File: config.mk
export PLATFORM = sky130hd
export DESIGN_NAME = tissc_top
export DESIGN_NICKNAME = d
export VERILOG_FILES = /design/src/hw/tissc_pkg.sv /design/src/hw/tissc_top.sv
export SDC_FILE = /design/constraint.sdc
export NUM_CORES = 1
export LEC_CHECK = 0
export CORE_MARGIN = 5
export CORE_UTILIZATION = 50
export CTS_CLUSTER_DIAMETER = 40
export DETAILED_ROUTE_END_ITERATION = 7
export DONT_BUFFER_PORTS = 1
export MAX_ROUTING_LAYER = met4
export PLACE_DENSITY = 0.72
export SYNTH_ARGS = -nofsm -noshare
export SYNTH_HDL_FRONTEND = slang
export SYNTH_SLANG_ARGS = --single-unit
File: constraint.sdc
create_clock -name i_ref_clk -period 6.6 [get_ports i_ref_clk]
set_clock_uncertainty 0.2 [all_clocks]
set_input_delay 1.32 -clock i_ref_clk [delete_from_list [all_inputs] [get_ports i_ref_clk]]
set_output_delay 1.32 -clock i_ref_clk [all_outputs]
set_load 0.005 [all_outputs]
File: src/hw/tissc_pkg.sv
package tissc_pkg;
	// sensor kinds
	typedef enum logic [2:0] {
		sink_transistor_input,
		low_swing_pulse_input,
		high_swing_pulse_input,
		magnetic_input,
		proximity_sensor_input,
		switch_closure_input
	} tissc_kind_t;
	// filter strength
	typedef enum logic [1:0] {
		filter_normal,
		filter_heavy,
		filter_weak
	} tissc_filt_t;
	// start/stop source
	typedef enum logic [2:0] {
		mode_ab_high,
		mode_ab_low,
		mode_a_high_low,
		mode_a_low_high,
		mode_local
	} tissc_mode_t;
	// lower display content
	typedef enum logic [2:0] {
		show_blank,
		show_set_time,
		show_cycles,
		show_cycles_total,
		show_delay
	} tissc_disp_t;
	// per-input configuration
	typedef struct packed {
		tissc_kind_t kind;
		tissc_filt_t filt;
	} tissc_incfg_t;
	// display configuration
	typedef struct packed {
		logic repeat_on;
		logic readout_on;
		logic periodic_tag;
		logic continuous;
		logic in_delay;
		logic phase_start;
	} tissc_dcfg_t;
	localparam int CLK_HZ = 20000000;
	localparam int T_CONTACT_NORM_US = 1600;
	localparam int T_CONTACT_HEAVY_US = 3200;
	localparam int T_CONTACT_WEAK_US = 400;
	localparam int T_OTHER_NORM_US = 40;
	localparam int T_OTHER_HEAVY_US = 350;
	localparam int T_OTHER_WEAK_US = 5;
	localparam int US_PER_S = 1000000;
	localparam int CNT_W = 17;
	localparam logic [CNT_W-1:0] C_CN = CNT_W'(T_CONTACT_NORM_US * (CLK_HZ / US_PER_S));
	localparam logic [CNT_W-1:0] C_CH = CNT_W'(T_CONTACT_HEAVY_US * (CLK_HZ / US_PER_S));
	localparam logic [CNT_W-1:0] C_CW = CNT_W'(T_CONTACT_WEAK_US * (CLK_HZ / US_PER_S));
	localparam logic [CNT_W-1:0] C_ON = CNT_W'(T_OTHER_NORM_US * (CLK_HZ / US_PER_S));
	localparam logic [CNT_W-1:0] C_OH = CNT_W'(T_OTHER_HEAVY_US * (CLK_HZ / US_PER_S));
	localparam logic [CNT_W-1:0] C_OW = CNT_W'(T_OTHER_WEAK_US * (CLK_HZ / US_PER_S));
	localparam logic [CNT_W-1:0] CNT_ONE = 17'h00001;
	localparam logic [15:0] CONFIRM_WORD = 16'h5E7A; // arbitrary confirmation code
	localparam logic [1:0] DIGIT_LAST = 2'h3;
	localparam logic [1:0] DIGIT_STEP = 2'h1;
	localparam logic [3:0] TAG_STEP = 4'h1;
	localparam logic [1:0] LVL_IDLE = 2'h3;
endpackage : tissc_pkg

File: src/hw/tissc_top.sv
// Behaviour
// - contact inputs qualify after 1600, 3200 or 400 us stable
// - other inputs qualify after 40, 350 or 5 us stable
// - six sensor kinds per input; kind picks the timing column
// - level changes only on full low or high threshold crossing
// - input B has its own kind and filter settings like A
// - mode 1 start A high stop B high; mode 2 A low, B low
// - mode 3 start A high stop A low; mode 4 the reverse
// - local mode runs only from front-panel buttons
// - no repeat: lower display shows set time or blank
// - repeat: show cycle total and number, delay count-down; no total if continuous
// - phase name shown briefly at start or periodically
// - clock to timer switch needs four confirm digits, then display mode
// - factory default restore needs confirm word
// - command clears grand-total runtime
// - second control output has the same settings as the first
// - program plus enter held together enters configuration menu
// - contact and open collector: open is high, closed is low
// - proximity: low current is high, high current is low
// - no start while set time is zero
`timescale 1ns/10ps
module tissc_top (
	// clock and reset
	input wire logic i_ref_clk,
	input wire logic i_rst_n,
	// comparator outputs: below low threshold, above high threshold, per input
	input wire logic [1:0] i_below_low,
	input wire logic [1:0] i_above_high,
	// per-input configuration, index 0 is A
	input wire tissc_pkg::tissc_incfg_t i_cfg_a,
	input wire tissc_pkg::tissc_incfg_t i_cfg_b,
	// run control
	input wire tissc_pkg::tissc_mode_t i_mode,
	input wire logic i_set_time_zero,
	input wire logic i_btn_start,
	input wire logic i_btn_stop,
	input wire logic i_btn_program,
	input wire logic i_btn_enter,
	input wire logic i_prompt_shown,
	// display configuration and phase status
	input wire tissc_pkg::tissc_dcfg_t i_dcfg,
	// confirmation digit entry
	input wire logic [3:0] i_digit,
	input wire logic i_digit_valid,
	input wire logic i_req_timer_func,
	input wire logic i_req_defaults,
	input wire logic i_req_clear_total,
	// second control output settings mirror the first
	input wire logic [7:0] i_out1_settings,
	// qualified levels and run state
	output logic [1:0] o_level,
	output logic o_running,
	output logic o_start_pulse,
	output logic o_stop_pulse,
	// display
	output tissc_pkg::tissc_disp_t o_disp,
	output logic o_show_total,
	output logic o_show_tag,
	// commands
	output logic o_timer_func,
	output logic o_display_mode,
	output logic o_restore_defaults,
	output logic o_clear_lifetime_runtime,
	output logic o_config_menu,
	output logic [7:0] o_out2_settings
);
	tissc_pkg::tissc_incfg_t cfg [2];
	logic [1:0] lvl_prev;
	logic [1:0] raw;
	logic [15:0] word;
	logic [1:0] digit_cnt;
	logic confirmed;
	logic start_ev;
	logic stop_ev;
	logic [3:0] tag_div;

	assign cfg[0] = i_cfg_a;
	assign cfg[1] = i_cfg_b;

	// filter per input; the comparator pair gives hysteresis for free
	genvar g;
	generate
		for (g = 0; g < 2; g++) begin : g_in
			logic [tissc_pkg::CNT_W-1:0] cnt;
			logic [tissc_pkg::CNT_W-1:0] width;
			logic cand;
			logic hold;
			// kind and filter strength pick the minimum width
			always_comb begin
				width = tissc_pkg::C_ON;
				if (cfg[g].kind == tissc_pkg::switch_closure_input) begin
					case (cfg[g].filt)
						tissc_pkg::filter_heavy: width = tissc_pkg::C_CH;
						tissc_pkg::filter_weak: width = tissc_pkg::C_CW;
						default: width = tissc_pkg::C_CN;
					endcase
				end else begin
					case (cfg[g].filt)
						tissc_pkg::filter_heavy: width = tissc_pkg::C_OH;
						tissc_pkg::filter_weak: width = tissc_pkg::C_OW;
						default: width = tissc_pkg::C_ON;
					endcase
				end
			end
			// between thresholds the last full crossing holds
			always_comb begin
				hold = cand;
				if (i_above_high[g]) begin
					hold = 1'b1;
				end else if (i_below_low[g]) begin
					hold = 1'b0;
				end
			end
			// counter reloads on candidate change
			always_ff @(posedge i_ref_clk or negedge i_rst_n) begin
				if (!i_rst_n) begin
					cand <= 1'b1;
					cnt <= '0;
					raw[g] <= 1'b1;
				end else begin
					cand <= hold;
					if (hold != cand) begin
						cnt <= tissc_pkg::CNT_ONE;
					end else if (cnt < width) begin
						cnt <= cnt + tissc_pkg::CNT_ONE;
					end else begin
						raw[g] <= cand;
					end
				end
			end
			// open contact or low current reads high: comparator senses that directly
			assign o_level[g] = raw[g];
		end
	endgenerate

	// edge detection of qualified levels
	always_ff @(posedge i_ref_clk or negedge i_rst_n) begin
		if (!i_rst_n) begin
			lvl_prev <= tissc_pkg::LVL_IDLE;
		end else begin
			lvl_prev <= raw;
		end
	end

	// start and stop events by mode
	always_comb begin
		start_ev = 1'b0;
		stop_ev = 1'b0;
		case (i_mode)
			tissc_pkg::mode_ab_high: begin
				start_ev = raw[0] && !lvl_prev[0];
				stop_ev = raw[1] && !lvl_prev[1];
			end
			tissc_pkg::mode_ab_low: begin
				start_ev = !raw[0] && lvl_prev[0];
				stop_ev = !raw[1] && lvl_prev[1];
			end
			tissc_pkg::mode_a_high_low: begin
				start_ev = raw[0] && !lvl_prev[0];
				stop_ev = !raw[0] && lvl_prev[0];
			end
			tissc_pkg::mode_a_low_high: begin
				start_ev = !raw[0] && lvl_prev[0];
				stop_ev = raw[0] && !lvl_prev[0];
			end
			default: begin
				start_ev = i_btn_start;
				stop_ev = i_btn_stop;
			end
		endcase
	end

	// run state; stop beats start in the same cycle
	always_ff @(posedge i_ref_clk or negedge i_rst_n) begin
		if (!i_rst_n) begin
			o_running <= 1'b0;
		end else if (stop_ev) begin
			o_running <= 1'b0;
		end else if (start_ev && !i_set_time_zero) begin
			o_running <= 1'b1;
		end
	end

	// start pulse only for a start that is taken, so a refused one leaves no trace
	always_ff @(posedge i_ref_clk or negedge i_rst_n) begin
		if (!i_rst_n) begin
			o_start_pulse <= 1'b0;
		end else begin
			o_start_pulse <= start_ev && !stop_ev && !i_set_time_zero && !o_running;
		end
	end

	// stop pulse only when something was running, idle stops stay silent
	always_ff @(posedge i_ref_clk or negedge i_rst_n) begin
		if (!i_rst_n) begin
			o_stop_pulse <= 1'b0;
		end else begin
			o_stop_pulse <= stop_ev && o_running;
		end
	end

	// periodic tag divider; a few frames of slow blink would need the display clock
	always_ff @(posedge i_ref_clk or negedge i_rst_n) begin
		if (!i_rst_n) begin
			tag_div <= '0;
		end else begin
			tag_div <= tag_div + tissc_pkg::TAG_STEP;
		end
	end

	// lower display content; a blanked readout wins over every repeat state
	always_ff @(posedge i_ref_clk or negedge i_rst_n) begin
		if (!i_rst_n) begin
			o_disp <= tissc_pkg::show_blank;
		end else if (!i_dcfg.readout_on) begin
			o_disp <= tissc_pkg::show_blank;
		end else if (!i_dcfg.repeat_on) begin
			o_disp <= tissc_pkg::show_set_time;
		end else if (i_dcfg.in_delay) begin
			o_disp <= tissc_pkg::show_delay;
		end else if (i_dcfg.continuous) begin
			o_disp <= tissc_pkg::show_cycles;
		end else begin
			o_disp <= tissc_pkg::show_cycles_total;
		end
	end

	// the cycle total is hidden during delay and when repetition never ends
	always_ff @(posedge i_ref_clk or negedge i_rst_n) begin
		if (!i_rst_n) begin
			o_show_total <= 1'b0;
		end else begin
			o_show_total <= i_dcfg.readout_on && i_dcfg.repeat_on &&
				!i_dcfg.in_delay && !i_dcfg.continuous;
		end
	end

	// phase name: brief at phase start, or blinking from the divider
	always_ff @(posedge i_ref_clk or negedge i_rst_n) begin
		if (!i_rst_n) begin
			o_show_tag <= 1'b0;
		end else if (i_dcfg.readout_on && i_dcfg.repeat_on) begin
			o_show_tag <= i_dcfg.periodic_tag ? tag_div[3] : i_dcfg.phase_start;
		end else begin
			o_show_tag <= 1'b0;
		end
	end

	// confirmation word shifts in digit by digit, most significant first
	always_ff @(posedge i_ref_clk or negedge i_rst_n) begin
		if (!i_rst_n) begin
			word <= '0;
		end else if (i_digit_valid) begin
			word <= {word[11:0], i_digit};
		end
	end

	// digit position; a timer function or defaults request restarts entry so stale digits cannot pair up
	always_ff @(posedge i_ref_clk or negedge i_rst_n) begin
		if (!i_rst_n) begin
			digit_cnt <= '0;
		end else if (i_digit_valid) begin
			digit_cnt <= digit_cnt + tissc_pkg::DIGIT_STEP;
		end else if (i_req_timer_func || i_req_defaults) begin
			digit_cnt <= '0;
		end
	end

	// confirmation holds until one request consumes it or the next digit clears it
	always_ff @(posedge i_ref_clk or negedge i_rst_n) begin
		if (!i_rst_n) begin
			confirmed <= 1'b0;
		end else if (i_digit_valid) begin
			confirmed <= (digit_cnt == tissc_pkg::DIGIT_LAST) &&
				({word[11:0], i_digit} == tissc_pkg::CONFIRM_WORD);
		end else if (i_req_timer_func || i_req_defaults) begin
			confirmed <= 1'b0; // one use per entry
		end
	end

	// instrument function; only the timer side lives in this block
	always_ff @(posedge i_ref_clk or negedge i_rst_n) begin
		if (!i_rst_n) begin
			o_timer_func <= 1'b1;
		end else if (i_req_timer_func && confirmed) begin
			o_timer_func <= 1'b1;
		end
	end

	// display mode left on menu entry, regained by a confirmed function switch
	always_ff @(posedge i_ref_clk or negedge i_rst_n) begin
		if (!i_rst_n) begin
			o_display_mode <= 1'b1;
		end else if (i_req_timer_func && confirmed) begin
			o_display_mode <= 1'b1;
		end else if (i_btn_program && i_btn_enter && i_prompt_shown) begin
			o_display_mode <= 1'b0;
		end
	end

	// configuration menu; a confirmed switch wins over buttons held meanwhile
	always_ff @(posedge i_ref_clk or negedge i_rst_n) begin
		if (!i_rst_n) begin
			o_config_menu <= 1'b0;
		end else if (i_req_timer_func && confirmed) begin
			o_config_menu <= 1'b0;
		end else if (i_btn_program && i_btn_enter && i_prompt_shown) begin
			o_config_menu <= 1'b1;
		end
	end

	// factory default restore, one pulse per confirmed request
	always_ff @(posedge i_ref_clk or negedge i_rst_n) begin
		if (!i_rst_n) begin
			o_restore_defaults <= 1'b0;
		end else begin
			o_restore_defaults <= i_req_defaults && confirmed;
		end
	end

	// grand total clear needs no confirmation
	always_ff @(posedge i_ref_clk or negedge i_rst_n) begin
		if (!i_rst_n) begin
			o_clear_lifetime_runtime <= 1'b0;
		end else begin
			o_clear_lifetime_runtime <= i_req_clear_total;
		end
	end

	// second output settings follow the first one cycle later
	always_ff @(posedge i_ref_clk or negedge i_rst_n) begin
		if (!i_rst_n) begin
			o_out2_settings <= '0;
		end else begin
			o_out2_settings <= i_out1_settings;
		end
	end
endmodule : tissc_top

==> results.py, run 1 <==
metrics = {
    "run_status": {
        "outcome": "finished clean",
    },
    "sta": {
        "grt_setup_unrepaired": "no",
        "hold_viol_final": 0,
        "finalCritPeriodShare_pct": 59.86,
        "setup_viol": 0,
        "worst_slew_pin_slew_ps": 1194,
        "min_period_ps": 3951,
        "finalHoldWorstSlack_ps": 208.6,
        "final_max_slew_viols": 0,
        "slew_headroom_pct": 19.84,
        "clock.fmax_mhz": 253.1,
        "summed_negative_setup_slack_over_all_endpoints_ps": 0,
    },
    "clock_network": {
        "worst_skew_pair.late_latency_ps": 340,
        "cts.sink_count": 79,
        "htree_levels": 3,
        "cts_post_setup_buffers_inserted": 0,
        "cts_buffer_depth": 2,
        "cts.hold.buffers_added": 0,
        "cts_repair_resize_count": 0,
        "cts.reportedPaths.clkPinSlew_ps": 80,
        "clock_tree_from_tritoncts": "done",
        "number_of_buffers_created_by_cts": 9,
        "clock_tree.root_cell": "sky130_fd_sc_hd__clkbuf_8",
    },
    "global_routing": {
        "grt_start_max_net_pins": 80,
        "antenna_found_initial": 1,
        "globalRouteOverflowTotal": 0,
        "grt_pass1_wl_um": 14570,
        "track_usage_pct": 17.92,
        "via_count_of_the_first_global_routing_pass": 3112,
    },
    "synthesis": {
        "synth_top_area_share_pct": 41.61,
        "syn_area_um2": 4330,
        "ys_seq_elements": 79,
        "synth_warnings": 0,
        "synth-async-reset-ratio_pct": 100.0,
        "synth_enable_flop_cells": 0,
        "synth.area.top_cells": "sky130_fd_sc_hd__dfrtp_1 (42%), sky130_fd_sc_hd__ha_1 (8.7%), sky130_fd_sc_hd__dfstp_2 (4.2%), sky130_fd_sc_hd__nand2_1 (4.0%), sky130_fd_sc_hd__mux2_2 (3.6%)",
        "synth-main-ff-cell": "sky130_fd_sc_hd__dfrtp_1",
        "post_synth_num_cell_types": 61,
        "synthesis.instances": 424,
        "syn_avg_cell_area_um2": 10.21,
        "yosysSeqAreaShare_pct": 45.85,
        "mappedNetlistNets": 501,
        "synth.largest_area_cell": "sky130_fd_sc_hd__dfrtp_1",
        "post_synth_most_frequent_cells": "sky130_fd_sc_hd__dfrtp_1 (72), sky130_fd_sc_hd__nand2_1 (46), sky130_fd_sc_hd__ha_1 (30)",
        "synthMostInstantiatedCell": "sky130_fd_sc_hd__dfrtp_1",
    },
    "hold_path": {
        "holdCritStartpoint": "o_level[1]$_DFFE_PN1P_",
        "timing.hold.worst.class": "reg -> reg",
    },
    "layout": {
        "design.final.nets": 498,
        "post_route_cells_drive_above_1_share_pct": 10.09,
        "areaGrowthSynthToFinish_pct": 5.981,
        "fillers": 738,
    },
    "detailed_routing": {
        "wl_um": 8614,
        "postRouteAntennaNets": 0,
        "wl_per_cell_um": 16.10,
        "detail_route.vias_per_cell": 5.998,
        "detail_route.first_pass.iterations": 4,
        "routed-via-count": 3209,
        "first_iter_violations": 101,
        "post-route-drc-count": 0,
    },
    "critical_path": {
        "startpoint": "i_cfg_a[1]",
        "critical_path_peak_fanout": 21,
        "crit_required_ps": 6680,
        "cp_num_buf_inv": 1,
        "crit_chain": "inv_1 > ha_1 > nand2_1 > nand2_1 > ha_1 > nand4b_1 > a211oi_1 > a221oi_4 > o21ai_1 > o21ai_0 > a21oi_1",
        "critical_path.reg2reg.startpoint": "g_in[0].cnt[3]$_DFFE_PN0P_",
        "max_stage_delay_ps": 940,
        "critical-path-top-delay-family": "compound AO/OA/AOI/OAI gates",
        "crit_path_end_kind": "register",
        "criticalPathCategory": "in -> reg",
        "critPathLaunchType": "primary input",
        "critPathArrivalTime_ps": 4030,
        "critical_path.slowest_cell": "sky130_fd_sc_hd__o21ai_1",
    },
    "power": {
        "power.switching_uw": 271.9,
        "p_comb_share_pct": 10.5,
        "clock_power_share_pct": 35.5,
        "power.density_cell_area_nw_per_um2": 225.0,
        "sequential_fraction_of_design_power_pct": 54.0,
        "switching_power_as_a_share_of_total_power_pct": 26.33,
        "total_leakage_power_nw": 2.090,
        "internal_power_uw": 760.8,
        "max-vdd-ir-drop_mv": 0.1672,
    },
    "die": {
        "die_outline_height_um": 103.1,
        "num_io_pins": 70,
        "dieWidth_um": 103.1,
        "die_area_um2": 10620,
        "floorplan.initialDensity_pct": 50.39,
        "rows": 34,
        "floorplan.core_area_um2": 8593,
    },
    "place": {
        "finalWeightedCongestion": 0.8865,
        "io_buffers": 0,
        "dpl.hpwl_um": 6308,
    },
    "run": {
        "max_cap_violations": 0,
    },
}
flip-flops by register name, summed over array words and instances (netlist names), 3 cells and up:
register and count:
g_in.cnt 34, word 12, o_out2_settings 8, tag_div 4, o_disp 3
metal layers:
layer  share of wire [%]  track usage [%]
met1                  45            24.05
met5                   0                -
met4                 1.9            6.076
met3                 7.1            5.954
met2                  46            25.51
cells in the final DEF (no fill, tap or decap), types with 4 or more instances in the layout:
| cell type | count |
|---|---|
| sky130_fd_sc_hd__or3_1 | 9 |
| sky130_fd_sc_hd__a21o_1 | 4 |
| sky130_fd_sc_hd__o2111ai_1 | 4 |
| sky130_fd_sc_hd__dfrtp_1 | 72 |
| sky130_fd_sc_hd__ha_1 | 30 |
| sky130_fd_sc_hd__o211ai_1 | 5 |
| sky130_fd_sc_hd__nand3b_1 | 5 |
| sky130_fd_sc_hd__a21oi_1 | 25 |
| sky130_fd_sc_hd__and3_1 | 10 |
| sky130_fd_sc_hd__mux2_2 | 14 |
| sky130_fd_sc_hd__nand2_1 | 46 |
| sky130_fd_sc_hd__or4_1 | 8 |
| sky130_fd_sc_hd__o31ai_1 | 5 |
| sky130_fd_sc_hd__a211oi_1 | 5 |
| sky130_fd_sc_hd__o21ai_0 | 17 |
| sky130_fd_sc_hd__xor2_1 | 6 |
| sky130_fd_sc_hd__dfstp_2 | 7 |
| sky130_fd_sc_hd__a31o_1 | 4 |
| sky130_fd_sc_hd__mux2i_1 | 5 |
| sky130_fd_sc_hd__a211o_1 | 4 |
| sky130_fd_sc_hd__inv_1 | 14 |
| sky130_fd_sc_hd__nor3_1 | 4 |
| sky130_fd_sc_hd__clkbuf_8 | 10 |
| sky130_fd_sc_hd__nor2_1 | 24 |
| sky130_fd_sc_hd__xnor2_1 | 4 |
| sky130_fd_sc_hd__o21ai_1 | 8 |
| sky130_fd_sc_hd__nand3_1 | 17 |
| sky130_fd_sc_hd__nand2b_1 | 11 |
power groups by stage:
| stage | clock network, mW | logic (mW) | registers (mW) |
|---|---|---|---|
| global route | 0.399 | 0.127 | 0.565 |
| detailed placement | 0 | 0.109 | 0.567 |
| CTS | 0.381 | 0.109 | 0.558 |
| floorplan | 0 | 0.0950 | 0.555 |
| global placement | 0 | 0.105 | 0.565 |
| finish | 0.367 | 0.108 | 0.558 |
area by class of cell:
type | instances | area (um2) | share of cell area [%]
Antenna cell | 1 | 2.502 | 0.05453
Clock buffer | 10 | 137.6 | 2.999
Clock inverter | 6 | 66.31 | 1.445
Inverter | 14 | 52.55 | 1.145
Multi-Input combinational cell | 317 | 2210 | 48.15
Sequential cell | 79 | 1986 | 43.27
Tap cell | 108 | 135.1 | 2.944
worst paths after layout:
path,cells after the start,to,slack [ps]
max in group asynchronous,0,o_display_mode$_DFFE_PN1P_,5530
worst min-delay path,0,lvl_prev[1]$_DFF_PN1_,210
worst max-delay path,11,g_in[0].cnt[3]$_DFFE_PN0P_,2650
worst max register to register,6,g_in[0].cnt[8]$_DFFE_PN0P_,3630
worst min register to register,0,lvl_prev[1]$_DFF_PN1_,210
min in group asynchronous,0,o_stop_pulse$_DFF_PN0_,460
through the flow:
stage	area [um2]	power (mW)	utilization, %	worst slack, ps	instances
after floorplan	4330	0.6498	-	2737	424
after global placement	4383	0.6704	51.00	2357	518
after detailed placement	4383	0.6753	51.00	2254	518
after CTS	4587	1.048	53.38	2645	534
after global routing	4589	1.092	53.41	2277	535
final	4589	1.033	53.41	2649	535
kinds of logic after synthesis:
logic type | after synthesis | share of synthesized area, %
AND/OR/NAND/NOR | 157 | 19.59
multiplexers | 19 | 4.796
adder cells (fa/ha/maj) | 30 | 8.668
other | 1 | 0.08660
AO/OA/AOI/OAI | 100 | 15.86
XOR/XNOR | 10 | 2.022
flip-flops | 79 | 45.85
buffers and inverters | 28 | 3.120
(Power assumes the default switching activity.)
==> inputs of run 2 (changes only) <==
==> constraint.sdc (replaced) <==
create_clock -name i_ref_clk -period 3.8 [get_ports i_ref_clk]
set_clock_uncertainty 0.2 [all_clocks]
set_input_delay 0.76 -clock i_ref_clk [delete_from_list [all_inputs] [get_ports i_ref_clk]]
set_output_delay 0.76 -clock i_ref_clk [all_outputs]
set_load 0.005 [all_outputs]
==> results.py, run 2 (synthesis results as in run 1) <==
metrics = {
    "run_status": {
        "outcome": "finished clean",
    },
    "clock_network": {
        "number_of_buffers_created_by_cts": 9,
        "cts.reportedPaths.clkPinSlew_ps": 90,
        "clock_tree.root_cell": "sky130_fd_sc_hd__clkbuf_8",
        "cts_repair_resize_count": 0,
        "cts_buffer_depth": 2,
        "cts_post_setup_buffers_inserted": 0,
        "htree_levels": 3,
        "worst_skew_pair.late_latency_ps": 350,
        "cts.hold.buffers_added": 1,
        "clock_tree_from_tritoncts": "done",
        "cts.sink_count": 79,
    },
    "power": {
        "total_leakage_power_nw": 2.137,
        "power_consumption_mw": 2.009,
        "p_comb_share_pct": 10.2,
        "internal_power_mw": 1.512,
        "sequential_fraction_of_design_power_pct": 48.2,
        "power.density_cell_area_nw_per_um2": 428.4,
        "max-vdd-ir-drop_mv": 0.4153,
        "switching_power_as_a_share_of_total_power_pct": 24.77,
        "power.switching_uw": 497.8,
        "clock_power_share_pct": 41.6,
    },
    "global_routing": {
        "via_count_of_the_first_global_routing_pass": 3014,
        "track_usage_pct": 17.37,
        "groute.layer.met1.usage_pct": 23.35,
        "grt_pass1_wl_um": 14100,
        "grt_start_max_net_pins": 73,
        "antenna_found_initial": 0,
        "grt_most_used_layer": "met2",
        "global_route.usage.met3_pct": 4.601,
        "global_route.usage.met2_pct": 26.10,
        "globalRouteOverflowTotal": 0,
    },
    "sta": {
        "final_max_slew_viols": 0,
        "clock.fmax_mhz": 299.1,
        "final_critical_path_setup_slack_ps": 456.4,
        "summed_negative_setup_slack_over_all_endpoints_ps": 0,
        "grt_setup_unrepaired": "no",
        "slew_headroom_pct": 31.28,
        "worst_slew_pin_slew_ps": 1002,
        "finalCritPeriodShare_pct": 87.99,
        "hold_viol_final": 0,
        "finalHoldWorstSlack_ps": 35.64,
        "setup_viol": 0,
        "min_period_ps": 3344,
    },
    "detailed_routing": {
        "wl_per_cell_um": 15.96,
        "detail_route.first_pass.iterations": 4,
        "wl_um": 8553,
        "first_iter_violations": 206,
        "routed-via-count": 3161,
        "post-route-drc-count": 0,
        "postRouteAntennaNets": 0,
        "detail_route.vias_per_cell": 5.897,
    },
    "layout": {
        "post_layout_nonfiller_instances": 536,
        "layout.cells.most_common": "sky130_fd_sc_hd__dfrtp_1",
        "layout_top_registers": "g_in.cnt (34), word (12), o_out2_settings (8)",
        "mostFrequentLayoutCells": "sky130_fd_sc_hd__dfrtp_1 (72), sky130_fd_sc_hd__nand2_1 (46), sky130_fd_sc_hd__ha_1 (30)",
        "largest_register": "g_in.cnt",
        "number_of_inserted_diodes": 0,
        "post_route_cells_drive_above_1_share_pct": 10.51,
        "design.final.nets": 500,
        "largest_reg_flops": 34,
        "areaGrowthSynthToFinish_pct": 8.321,
    },
    "critical_path": {
        "crit_chain": "and3b_1 > nand2b_1 > ha_1 > a21o_1 > a211o_1 > a211o_1 > a21o_1 > or4_1 > a21oi_1",
        "critPathArrivalTime_ps": 3420,
        "crit_required_ps": 3870,
        "crit_path_end_kind": "register",
        "critical_path_peak_fanout": 13,
        "worstReg2RegEnd": "g_in[1].cnt[10]$_DFFE_PN0P_",
        "critPathLaunchType": "primary input",
        "critical_path.reg2reg.startpoint": "g_in[1].cnt[14]$_DFFE_PN0P_",
        "criticalPathCategory": "in -> reg",
        "rrSetupSlack_ps": 970,
        "critical_path.slowest_cell": "sky130_fd_sc_hd__or4_1",
        "reg2regPathDepth": 7,
        "max_stage_delay_ps": 560,
    },
    "place": {
        "pre_cts_slack_ps": 157.6,
        "placed_cells": 519,
        "dpl.hpwl_um": 6215,
        "io_buffers": 0,
        "finalWeightedCongestion": 0.8828,
    },
    "run": {
        "max_cap_violations": 0,
    },
    "hold_path": {
        "timing.hold.worst.class": "in -> async",
    },
    "die": {
        "die_area_um2": 10620,
        "floorplan.core_area_um2": 8593,
        "dieWidth_um": 103.1,
        "die_outline_height_um": 103.1,
        "num_io_pins": 70,
        "floorplan.initialDensity_pct": 50.39,
        "rows": 34,
    },
}
run 2: cell types whose count changed in the layout (fill, tap and decap cells not counted), sizes merged:
cell / delta
buf: +2
inv: +1
bufinv: +3
clkinv: -3
diode: -1
clkbuf: -1
run 2: worst max path at each step:
stage | from | to | slack [ps]
finish | i_cfg_b[3] | g_in[1].cnt[10]$_DFFE_PN0P_ | 460
floorplan | i_cfg_b[3] | g_in[1].cnt[3]$_DFFE_PN0P_ | 500
CTS | i_cfg_b[3] | g_in[1].cnt[15]$_DFFE_PN0P_ | 530
global route | i_cfg_b[3] | g_in[1].cnt[10]$_DFFE_PN0P_ | 340
global placement | i_cfg_b[3] | g_in[1].cnt[10]$_DFFE_PN0P_ | 250
detailed placement | i_cfg_b[3] | g_in[1].cnt[15]$_DFFE_PN0P_ | 160
run 2: power groups by stage:
stage          sequential, mW  combinational [mW]  clock, mW
2_1_floorplan           0.963               0.165          0
3_3_place_gp            0.981               0.181          0
3_5_place_dp            0.984               0.188          0
4_1_cts                 0.968               0.208      0.861
5_1_grt                 0.979               0.239      0.893
6_report                0.968               0.206      0.836
run 2: through the flow:
stage               cell area [um2]  utilization (%)
global route                   4691            54.59
global placement               4390            51.09
CTS                            4691            54.59
floorplan                      4330                -
finish                         4691            54.59
detailed placement             4390            51.09
run 2: area by class of cell:
type / count / area, um2
clock buffer: 9 / 123.9
clock inverter: 7 / 148.9
fill: 752 / 3902
inverter: 14 / 52.55
multi-input combinational: 317 / 2210
sequential: 79 / 1986
tap: 108 / 135.1
timing repair buffer: 2 / 35.03
run 2: critical path, delay by kind of cell:
kind            cells  cell delay, ps
simple gates        3            1090
compound gates      5            1240
fa+ha+maj           1             320
run 2: layer usage:
metal / share of wire [%] / routed length [um]
met5: 0 / 0
met4: 1.0 / 88
met2: 46 / 3938
met3: 6.4 / 550
met1: 46 / 3975
